`config.mk`:
```
export PLATFORM = sky130hd
export DESIGN_NAME = angle_sensor_diag_status_regs
export DESIGN_NICKNAME = d
export VERILOG_FILES = /design/src/shared/diag_regs_pkg.sv /design/src/core/angle_sensor_diag_status_regs.sv /design/src/core/key_unlock.sv
export VERILOG_INCLUDE_DIRS = /design/src /design/src/shared
export SDC_FILE = /design/constraint.sdc
export NUM_CORES = 1
export LEC_CHECK = 0
export BUFFER_PORTS_ARGS = -buffer_cell sky130_fd_sc_hd__buf_2
export CORE_MARGIN = 2
export CORE_UTILIZATION = 50
export CTS_BUF_LIST = sky130_fd_sc_hd__clkbuf_8
export CTS_CLUSTER_DIAMETER = 50
export DETAILED_ROUTE_END_ITERATION = 6
export GPL_TIMING_DRIVEN = 0
export PLACE_DENSITY = 0.84
export SYNTH_ARGS = -nofsm -noshare
export SYNTH_HDL_FRONTEND = slang
export SYNTH_HIERARCHICAL = 1
export SYNTH_SLANG_ARGS = --single-unit
```
`constraint.sdc`:
```
create_clock -name clk -period 2.1 [get_ports clk]
set_clock_uncertainty 0.05 [all_clocks]
set_input_delay 0.21 -clock clk [delete_from_list [all_inputs] [get_ports clk]]
set_output_delay 0.21 -clock clk [all_outputs]
set_load 0.02 [all_outputs]
```
`src/shared/diag_regs_map.svh`:
```
/*
 * Register offsets, field positions, reset values and constants of the
 * diagnostic and status register bank.
 * Assumes: included by its bare name; byte addresses of 16-bit locations.
 */
`ifndef DIAG_REGS_MAP_SVH
`define DIAG_REGS_MAP_SVH

`define OFS_CTRL 8'h1E
`define OFS_ERR 8'h24
`define OFS_WARN 8'h26
`define OFS_TEMP 8'h28
`define OFS_FIELD 8'h2A
`define OFS_HANG 8'h30
`define OFS_FANG 8'h32
`define OFS_ZCD_VIEW 8'h34
`define OFS_KEY 8'h3C

`define CTRL_CLR_ERR 8
`define CTRL_CLR_WARN 9

`define ERR_UVA 2
`define ERR_UVD 3
`define ERR_OSC 4
`define ERR_ECC 5
`define ERR_ZCI 6
`define ERR_PLL 7
`define ERR_QUAD 8
`define ERR_AVG 9
`define ERR_STF 10
`define ERR_WAR 11
`define ERR_USED 16'h0FFF

`define WARN_FHI 1
`define WARN_BUSY 2
`define WARN_SAT 4
`define WARN_SOFT 5
`define WARN_TEMP 6
`define WARN_XCMD 7
`define WARN_SLEW 8
`define WARN_CHK 10
`define WARN_FRM 11
`define WARN_USED 16'h0DF6

`define VIEW_PAR 12
`define VIEW_UVL 13
`define VIEW_FLT 14

`define KEY_UNLOCK 0
`define KEY_LO 8
`define KEY_HI 15
`define KEY_C0 8'h00
`define KEY_C1 8'h27
`define KEY_C2 8'h81
`define KEY_C3 8'h1F
`define KEY_C4 8'h77

// minus 60 degrees is 85 degrees below the 25 degree origin, in eighths
`define TEMP_MIN 12'hD58
`define TEMP_MAX 12'h4D8
`define REG_RST 16'h0000

`endif

```
`src/shared/diag_regs_pkg.sv`:
```
/*
 * Types shared by the diagnostic register bank.
 * Assumes: constants come from diag_regs_map.svh.
 */
package diag_regs_pkg;
    typedef logic [15:0] word_t;
    typedef logic [7:0] addr_t;
    typedef enum logic [2:0] {
        KEY_IDLE,
        KEY_GOT0,
        KEY_GOT1,
        KEY_GOT2,
        KEY_GOT3
    } key_step_e;
endpackage : diag_regs_pkg

```
`src/core/angle_sensor_diag_status_regs.sv`:
```
/*
 * Diagnostic and status register bank of the angle sensor: latched error
 * and warning flags with read-then-clear, readouts, angle views, unlock.
 * Assumes: the serial front end gives one-cycle rd_stb/wr_stb with a byte
 * address of a 16-bit location; condition inputs are synchronous pulses
 * or levels from the processing chain.
 */
`timescale 1ns/1ps
`default_nettype none
`include "diag_regs_map.svh"

// Notes on behaviour
// - digital undervoltage bit, re-sets while present
// - latch oscillator, pll-lock and self-test errors
// - uncorrectable memory read sets bit 5
// - missing zero crossing sets bit 6
// - quadrature integrity loss sets bit 8
// - averaging corruption sets bit 9
// - bit 11 summarises unmasked warnings, maskable
// - field above upper threshold sets warning 1
// - overlapping extended access sets warning 2
// - any internal saturation sets warning 4
// - corrected memory error sets warning 5
// - temperature out of range warns and clamps
// - failed extended command sets warning 7
// - slew limiting acting sets warning 8
// - bad frame warning 11, checksum warning 10
// - temperature eighths signed, field in gauss
// - hysteresis angle 12 bits, fine angle 15
// - crossing detector angle, same scaling
// - bit 12 makes word parity odd
// - bit 13 live masked undervoltage
// - bit 14 any unmasked flag set
// - five-code unlock, keycode reads zero
// - error bits 2 to 10 stay latched until cleared
// - error clear only removes bits read
// - warning clear only removes bits read
module angle_sensor_diag_status_regs (
    // clock and reset
    input wire logic clk,
    input wire logic rst_n,
    // register access from the serial front end
    input wire logic rd_stb,
    input wire logic wr_stb,
    input wire diag_regs_pkg::addr_t addr,
    input wire diag_regs_pkg::word_t wr_data,
    output diag_regs_pkg::word_t rd_data,
    output logic rd_valid,
    // fault conditions
    input wire logic uv_analog,
    input wire logic uv_digital,
    input wire logic osc_trip,
    input wire logic ecc_uncorr,
    input wire logic zc_timeout,
    input wire logic pll_unlock,
    input wire logic quad_fault,
    input wire logic avg_fault,
    input wire logic selftest_fail,
    // warning conditions
    input wire logic ext_start,
    input wire logic ext_busy,
    input wire logic sat_any,
    input wire logic ecc_corr,
    input wire logic ext_cmd_fail,
    input wire logic slew_enable,
    input wire logic slew_needed,
    input wire logic frame_bad,
    input wire logic frame_chk_bad,
    // measurements
    input wire logic [11:0] temp_raw,
    input wire logic [11:0] field_gauss,
    input wire logic [11:0] field_upper_threshold,
    input wire logic [11:0] hyst_angle,
    input wire logic [14:0] fine_angle,
    input wire logic [11:0] zcd_angle,
    // shadow mask, a set bit hides the flag
    input wire logic [15:0] err_mask,
    input wire logic [15:0] warn_mask,
    // status
    output logic any_fault_flag,
    output logic live_undervoltage_flag,
    output logic temp_range_warning,
    output logic unlocked
);
    import diag_regs_pkg::*;

    word_t err_ff, nxt_err;
    word_t warn_ff, nxt_warn;
    word_t err_seen_ff, nxt_err_seen;
    word_t warn_seen_ff, nxt_warn_seen;
    word_t rd_data_ff, nxt_rd_data;
    logic rd_valid_ff;
    logic [11:0] temp_ff, nxt_temp;
    logic fault_ff, uvl_ff, trange_ff;
    word_t err_set, warn_set, err_view;
    logic temp_low, temp_high, fault_now, uvl_now, key_wr, war_now;
    logic unlocked_int;

    // angle view word with parity, undervoltage and fault bits
    // odd parity bit
    function automatic word_t make_view(input logic [11:0] ang, input logic u,
                                        input logic f);
        word_t w;
        w = {1'b0, f, u, 1'b0, ang};
        w[`VIEW_PAR] = ~(^w);
        return w;
    endfunction : make_view

    function automatic logic hit(input addr_t ofs);
        return addr == ofs;
    endfunction : hit

    assign temp_low = $signed(temp_raw) < $signed(`TEMP_MIN);
    assign temp_high = $signed(temp_raw) > $signed(`TEMP_MAX);

    assign uvl_now = (uv_analog & ~err_mask[`ERR_UVA]) | (uv_digital & ~err_mask[`ERR_UVD]);

    // warning summary, forced low by its mask
    assign war_now = (|(warn_ff & ~warn_mask & `WARN_USED)) & ~err_mask[`ERR_WAR];

    always_comb begin
        err_set = `REG_RST;
        // level input re-sets each cycle after a clear
        err_set[`ERR_UVA] = uv_analog;
        err_set[`ERR_UVD] = uv_digital;
        err_set[`ERR_OSC] = osc_trip;
        err_set[`ERR_PLL] = pll_unlock;
        err_set[`ERR_STF] = selftest_fail;
        err_set[`ERR_ECC] = ecc_uncorr;
        err_set[`ERR_ZCI] = zc_timeout;
        err_set[`ERR_QUAD] = quad_fault;
        err_set[`ERR_AVG] = avg_fault;
        warn_set = `REG_RST;
        warn_set[`WARN_FHI] = field_gauss > field_upper_threshold;
        warn_set[`WARN_BUSY] = ext_start & ext_busy;
        warn_set[`WARN_SAT] = sat_any;
        warn_set[`WARN_SOFT] = ecc_corr;
        warn_set[`WARN_TEMP] = temp_low | temp_high;
        warn_set[`WARN_XCMD] = ext_cmd_fail;
        warn_set[`WARN_SLEW] = slew_enable & slew_needed;
        warn_set[`WARN_FRM] = frame_bad;
        warn_set[`WARN_CHK] = frame_chk_bad;
    end

    // the error word as read includes the live summary bit
    always_comb begin
        err_view = err_ff;
        err_view[`ERR_WAR] = war_now;
    end

    assign fault_now = (|(err_view & ~err_mask)) | (|(warn_ff & ~warn_mask));

    always_comb begin
        nxt_err = err_ff;
        nxt_warn = warn_ff;
        nxt_err_seen = err_seen_ff;
        nxt_warn_seen = warn_seen_ff;
        // remember which set bits the host has seen; a read snapshot
        if (rd_stb && hit(`OFS_ERR)) begin
            nxt_err_seen = err_ff;
        end
        if (rd_stb && hit(`OFS_WARN)) begin
            nxt_warn_seen = warn_ff;
        end
        if (wr_stb && hit(`OFS_CTRL)) begin
            if (wr_data[`CTRL_CLR_ERR]) begin
                nxt_err = err_ff & ~err_seen_ff;
                nxt_err_seen = `REG_RST;
            end
            if (wr_data[`CTRL_CLR_WARN]) begin
                nxt_warn = warn_ff & ~warn_seen_ff;
                nxt_warn_seen = `REG_RST;
            end
        end
        // latched; a new event wins over a clear
        nxt_err = (nxt_err | err_set) & `ERR_USED;
        nxt_err[`ERR_WAR] = 1'b0;
        nxt_warn = (nxt_warn | warn_set) & `WARN_USED;
    end

    always_comb begin
        nxt_temp = temp_raw;
        if (temp_low) begin
            nxt_temp = `TEMP_MIN;
        end else if (temp_high) begin
            nxt_temp = `TEMP_MAX;
        end
    end

    always_comb begin
        nxt_rd_data = `REG_RST;
        // unassigned bits and addresses read zero
        unique case (addr)
            `OFS_ERR: nxt_rd_data = err_view;
            `OFS_WARN: nxt_rd_data = warn_ff;
            `OFS_TEMP: nxt_rd_data = {4'h0, temp_ff};
            `OFS_FIELD: nxt_rd_data = {4'h0, field_gauss};
            `OFS_HANG: nxt_rd_data = make_view(hyst_angle, uvl_ff, fault_ff);
            `OFS_FANG: nxt_rd_data = {1'b0, fine_angle};
            `OFS_ZCD_VIEW: nxt_rd_data = make_view(zcd_angle, uvl_ff, fault_ff);
            `OFS_KEY: nxt_rd_data = {15'h0000, unlocked_int};
            default: nxt_rd_data = `REG_RST;
        endcase
        if (!rd_stb) begin
            nxt_rd_data = rd_data_ff;
        end
    end

    always_ff @(posedge clk) begin
        if (!rst_n) begin
            err_ff <= `REG_RST;
            warn_ff <= `REG_RST;
            err_seen_ff <= `REG_RST;
            warn_seen_ff <= `REG_RST;
            rd_data_ff <= `REG_RST;
            rd_valid_ff <= 1'b0;
            temp_ff <= 12'h000;
            fault_ff <= 1'b0;
            uvl_ff <= 1'b0;
            trange_ff <= 1'b0;
        end else begin
            err_ff <= nxt_err;
            warn_ff <= nxt_warn;
            err_seen_ff <= nxt_err_seen;
            warn_seen_ff <= nxt_warn_seen;
            rd_data_ff <= nxt_rd_data;
            rd_valid_ff <= rd_stb;
            temp_ff <= nxt_temp;
            fault_ff <= fault_now;
            uvl_ff <= uvl_now;
            trange_ff <= warn_ff[`WARN_TEMP];
        end
    end

    assign key_wr = wr_stb && hit(`OFS_KEY);

    key_unlock u_key (
        .clk(clk),
        .rst_n(rst_n),
        .wr_stb(key_wr),
        .wr_code(wr_data[`KEY_HI:`KEY_LO]),
        .unlocked(unlocked_int)
    );

    assign rd_data = rd_data_ff;
    assign rd_valid = rd_valid_ff;
    assign any_fault_flag = fault_ff;
    assign live_undervoltage_flag = uvl_ff;
    assign temp_range_warning = trange_ff;
    assign unlocked = unlocked_int;

    a_uvd_resets: assert property (@(posedge clk) disable iff (!rst_n)
        uv_digital |=> err_ff[`ERR_UVD])
        else $error("digital undervoltage not latched");
    a_err_latched: assert property (@(posedge clk) disable iff (!rst_n)
        (err_ff[`ERR_OSC] && !(wr_stb && hit(`OFS_CTRL))) |=> err_ff[`ERR_OSC])
        else $error("error bit lost without clear");
    a_clear_unread: assert property (@(posedge clk) disable iff (!rst_n)
        (wr_stb && hit(`OFS_CTRL) && wr_data[`CTRL_CLR_ERR] && err_ff[`ERR_STF]
         && !err_seen_ff[`ERR_STF]) |=> err_ff[`ERR_STF])
        else $error("unread error cleared");
    a_clear_read: assert property (@(posedge clk) disable iff (!rst_n)
        (wr_stb && hit(`OFS_CTRL) && wr_data[`CTRL_CLR_WARN] && warn_seen_ff[`WARN_SAT]
         && !sat_any) |=> !warn_ff[`WARN_SAT])
        else $error("read warning not cleared");
    a_busy_warn: assert property (@(posedge clk) disable iff (!rst_n)
        (ext_start && ext_busy) |=> warn_ff[`WARN_BUSY])
        else $error("overlap warning missing");
    a_view_parity: assert property (@(posedge clk) disable iff (!rst_n)
        (rd_valid_ff && $past(addr) == `OFS_HANG) |-> ^rd_data_ff)
        else $error("angle view parity even");
    a_temp_clamp: assert property (@(posedge clk) disable iff (!rst_n)
        temp_high |=> temp_ff == `TEMP_MAX && warn_ff[`WARN_TEMP])
        else $error("temperature not clamped");
    a_frame_warn: assert property (@(posedge clk) disable iff (!rst_n)
        frame_bad |=> warn_ff[`WARN_FRM])
        else $error("frame warning missing");
    a_key_reads0: assert property (@(posedge clk) disable iff (!rst_n)
        (rd_valid_ff && $past(addr) == `OFS_KEY) |-> rd_data_ff[15:1] == 15'h0000)
        else $error("keycode reads nonzero");
    a_temp_floor: assert property (@(posedge clk) disable iff (!rst_n)
        temp_low |=> temp_ff == `TEMP_MIN && warn_ff[`WARN_TEMP])
        else $error("temperature floor not clamped");
    a_soft_warn: assert property (@(posedge clk) disable iff (!rst_n)
        ecc_corr |=> warn_ff[`WARN_SOFT])
        else $error("soft error warning missing");
    a_chk_warn: assert property (@(posedge clk) disable iff (!rst_n)
        frame_chk_bad |=> warn_ff[`WARN_CHK])
        else $error("checksum warning missing");
    a_slew_warn: assert property (@(posedge clk) disable iff (!rst_n)
        (slew_enable && slew_needed) |=> warn_ff[`WARN_SLEW])
        else $error("slew warning missing");
    a_sum_masked: assert property (@(posedge clk) disable iff (!rst_n)
        (rd_valid_ff && $past(addr) == `OFS_ERR && $past(err_mask[`ERR_WAR]))
        |-> !rd_data_ff[`ERR_WAR])
        else $error("masked summary read as set");
    a_field_warn: assert property (@(posedge clk) disable iff (!rst_n)
        (field_gauss > field_upper_threshold) |=> warn_ff[`WARN_FHI])
        else $error("field warning missing");
    a_unused_zero: assert property (@(posedge clk) disable iff (!rst_n)
        (rd_valid_ff && $past(addr) == `OFS_WARN) |-> (rd_data_ff & ~`WARN_USED) == 16'h0000)
        else $error("unassigned warning bit set");
    a_pll_latch: assert property (@(posedge clk) disable iff (!rst_n)
        pll_unlock |=> err_ff[`ERR_PLL])
        else $error("lock loss not latched");

    c_err_clear: cover property (@(posedge clk)
        wr_stb && hit(`OFS_CTRL) && wr_data[`CTRL_CLR_ERR] && |err_seen_ff);
    c_unlock: cover property (@(posedge clk) $rose(unlocked_int));
    c_view_read: cover property (@(posedge clk) rd_stb && hit(`OFS_ZCD_VIEW) && fault_ff);
    c_temp_clamp: cover property (@(posedge clk) temp_low);
endmodule : angle_sensor_diag_status_regs
`default_nettype wire

```
`src/core/key_unlock.sv`:
```
/*
 * Customer unlock keycode sequencer: five writes in order set unlocked.
 * Assumes: wr_stb is one cycle per host write to the key location.
 */
`timescale 1ns/1ps
`default_nettype none
`include "diag_regs_map.svh"

module key_unlock (
    // clock and reset
    input wire logic clk,
    input wire logic rst_n,
    // keycode write
    input wire logic wr_stb,
    input wire logic [7:0] wr_code,
    // state
    output logic unlocked
);
    import diag_regs_pkg::*;

    key_step_e step_ff;
    key_step_e nxt_step;
    logic unlocked_ff;
    logic nxt_unlocked;

    always_comb begin
        nxt_step = step_ff;
        nxt_unlocked = unlocked_ff;
        if (wr_stb) begin
            // a wrong code restarts, but a fresh 0x00 may begin a new try
            nxt_step = (wr_code == `KEY_C0) ? KEY_GOT0 : KEY_IDLE;
            unique case (step_ff)
                KEY_IDLE: ;
                KEY_GOT0: if (wr_code == `KEY_C1) nxt_step = KEY_GOT1;
                KEY_GOT1: if (wr_code == `KEY_C2) nxt_step = KEY_GOT2;
                KEY_GOT2: if (wr_code == `KEY_C3) nxt_step = KEY_GOT3;
                KEY_GOT3: begin
                    if (wr_code == `KEY_C4) begin
                        nxt_unlocked = 1'b1;
                        nxt_step = KEY_IDLE;
                    end
                end
                default: nxt_step = KEY_IDLE;
            endcase
        end
    end

    always_ff @(posedge clk) begin
        if (!rst_n) begin
            step_ff <= KEY_IDLE;
            unlocked_ff <= 1'b0;
        end else begin
            step_ff <= nxt_step;
            unlocked_ff <= nxt_unlocked;
        end
    end

    assign unlocked = unlocked_ff;

    a_key_sticky: assert property (@(posedge clk) disable iff (!rst_n)
        unlocked_ff |=> unlocked_ff)
        else $error("unlock bit dropped");
endmodule : key_unlock
`default_nettype wire

```
==> summary.txt <==
Outcome
  – Status: finished clean

Power
  – Logic pwr share: 0.179
  – Pint: 2.363 mW
  – Static leakage: 2.423 nW
  – PwrDens: 606.9 nW/um^2
  – Switch share: 0.2808
  – Maximum vdd drop: 0.0004591 V
  – Clock power share: 0.361
  – Sequential Power Share: 0.460
  – Switch Pwr: 0.9225 mW

Logic synthesis
  – Top FF cell, synth: dfxtp_1
  – Synthesized area per cell: 8.331 sq um
  – Top cells by instance count after synthesis: dfxtp_1, nor2_1, a21oi_1, nand2_1, inv_1
  – Top cell type's share of synthesized area: 0.3479
  – Syn Inst Count: 518
  – Top area cells in the synthesized netlist: dfxtp_1, a21oi_1, nor2_1, xnor2_1, mux2i_1
  – Number of synthesized flops with an enable pin: 0
  – Synthesized flop and latch total: 75
  – Most common cell in the netlist: dfxtp_1
  – Syn_nets: 683
  – Library cells used by synthesis: 73
  – Synth async-reset ratio: 0
  – Synth Cell Area: 4315 sq um
  – Seq/Total Area, Yosys: 0.3479
  – Leading area contributor after synthesis: dfxtp_1
  – Synth warn: 6

Worst setup path
  – CP max-delay cell: nor3_1
  – FF-to-FF setup slack: 0.33 ns
  – Crit. End Element: flop
  – WP data required: 2.28 ns
  – Worst R2R End: rd_data[11]
  – Reg2reg start: warn_ff[6]
  – Worst setup SP type: flop
  – Cells along the critical path: inv_1 -> o221ai_1 -> nor3_1 -> o41ai_1 -> o21ai_1 -> a21oi_1
  – CP max FO: 3
  – Worst r2r path cells: 6
  – Worst Path Arrival: 1.95 ns
  – Setup CP Type: flop to flop
  – Worst Setup SP: warn_ff[6]
  – Critical Path Max Stage Delay: 0.51 ns

Placed design
  – Port Buffers: 151
  – Detailed placement HPWL: 11010 um
  – GP Congestion: 0.9692
  – Post-place setup slack: 0.07163 ns

Timing
  – Max-slew violations: 0
  – RSZ-0062 raised after global routing: false
  – Fin crit period: 1.774 ns
  – # setup viols final: 0
  – Number of hold violations in the final report: 0
  – Slew headroom: 0.5646
  – Tightest Pin Transition: 0.6496 ns
  – Max Clk Rate: 563.6 MHz
  – Final worst path period share: 0.8448
  – Setup_tns: 0 ns
  – Final setup margin: 0.3258 ns

Route
  – Residual DRC: 0
  – DR iter-0 viols: 522
  – DRT antenna net count: 0
  – Via-to-Cell Ratio: 5.890
  – Number of iterations in the first detailed-routing pass: 5
  – Total wire length: 13830 um
  – Routed via count: 4653
  – Routed length per instance: 17.51 um

Clock network
  – Clock insertion delay at the later pin of the skew report: 0.36 ns
  – CTS clock-pin slew for the worst setup and hold paths: 0.09 ns
  – Hold_buf cts: 0
  – Max Buffers Root-to-Sink: 2
  – Inserted Clock Buffers: 9
  – CTS H-Tree Depth: 3
  – Setup Buffers After CTS: 0
  – Clock Sinks: 75
  – Post-CTS sizing: 0
  – CTS tree: done
  – Root buffer cell: clkbuf_8

Global route
  – Largest net degree at the start of global routing: 14
  – Initial antenna violation count: 0
  – Gr usage total: 0.2916
  – Vias in the first global route: 4479
  – Overflow after GRT: 0
  – Global-route wire length before repair: 22160 um

Floorplanning
  – Die Y: 96.90 um
  – # IOs: 174
  – Initial Util: 0.5200
  – Num rows: 33
  – Die X: 96.90 um
  – Die area: 9390 sq um
  – CORE AREA: 8299 sq um

Worst hold path
  – WHS Endpoint: err_ff[8]
  – Worst hold start: quad_fault
  – Worst Hold Depth: 3
  – Hold WC Path Type: primary input to flop

Cells and area
  – Ant. Diodes: 0
  – Fraction of layout cells with a size suffix above 1: 0.2949
  – P&R area growth vs syn: 25.46%
  – Nets: 845

Run
  – Max-Cap Viols: 0
## power by group through the flow
stage	clock network, mW	logic, mW	registers (mW)
after floorplan	0	0.323	1.53
after global placement	0	0.562	1.54
after detailed placement	0	0.579	1.54
after CTS	1.19	0.583	1.51
after global routing	1.25	0.650	1.51
final	1.19	0.589	1.51
## layer usage
| layer | vias to the layer above | global-route usage | wire length, um |
|---|---|---|---|
| met5 | - | 0 | 0 |
| met1 | 2170 | 0.3527 | 5409 |
| li1 | 2163 | - | - |
| met2 | 278 | 0.5037 | 6681 |
| met3 | 42 | 0.06720 | 1352 |
| met4 | 0 | 0.1083 | 387 |
## cells by family after synthesis
kind of cell | after synthesis | synth area share
simple gates | 190 | 0.2488
buf+inv | 57 | 0.06088
other cells | 1 | 0.0008690
mux | 16 | 0.03711
compound gates | 142 | 0.2189
flops | 75 | 0.3479
xor+xnor | 25 | 0.05074
fa+ha+maj | 12 | 0.03479
## critical path, delay by kind of cell, from the launching register on
| family | cells | cell delay [ns] |
|---|---|---|
| simple gates | 1 | 0.51 |
| flops | 1 | 0.34 |
| buf+inv | 1 | 0.12 |
| compound gates | 4 | 0.64 |
## sequential cells by signal, indices dropped and copies added, names as in the netlist, 3 cells and up
name           cells
err_ff            11
err_seen_ff       11
u_key/step_ff      3
warn_ff            9
temp_ff           12
warn_seen_ff       9
rd_data           15
## worst max-delay path by stage
| stage | endpoint | depth (start not counted) | slack (ns) |
|---|---|---|---|
| after detailed placement | err_seen_ff[6] | 7 | 0.07 |
| after floorplan | warn_seen_ff[10] | 6 | 0.44 |
| after global routing | rd_data[11] | 6 | 0.25 |
| after CTS | rd_data[11] | 6 | 0.42 |
| after global placement | err_ff[6] | 8 | 0.12 |
| final | rd_data[11] | 6 | 0.33 |
## per-stage QoR
step / std cells / total power [mW] / hold WS, ns / instance area [sq um] / utilization
floorplan: 518 / 1.858 / 0.2758 / 4315 / -
global placement: 774 / 2.102 / 0.3615 / 5202 / 0.6269
detailed placement: 774 / 2.121 / 0.3719 / 5202 / 0.6269
CTS: 790 / 3.281 / 0.007579 / 5414 / 0.6523
global route: 790 / 3.414 / 0.005162 / 5414 / 0.6523
finish: 790 / 3.286 / 0.007840 / 5414 / 0.6523
## area by class of cell
| class | count | area (sq um) |
|---|---|---|
| tap | 105 | 131.4 |
| buffer | 23 | 135.1 |
| fill | 723 | 2885 |
| multi-input combinational | 386 | 2551 |
| sequential | 75 | 1501 |
| clock inverter | 5 | 60.06 |
| inverter | 34 | 127.6 |
| clock buffer | 11 | 151.4 |
| timing repair buffer | 151 | 755.7 |
## cells in the final DEF, fill, tap and decap left out, types with 5 or more instances in the layout
cell type	count
buf_2	160
dfxtp_1	75
nor2_1	58
a21oi_1	49
nand2_1	34
inv_1	33
xnor2_1	22
a22oi_1	21
nand2b_1	18
mux2i_1	16
ha_1	12
clkbuf_8	11
nor2b_1	10
and2_1	9
o21a_1	9
o22ai_1	9
clkbuf_1	8
nor2_2	7
o21ai_1	7
nand3_1	6
a21o_1	6
o21ai_0	5
nor3_1	5
and3_1	5
a221oi_1	5
Note: power is estimated with default switching activity, not from simulation.
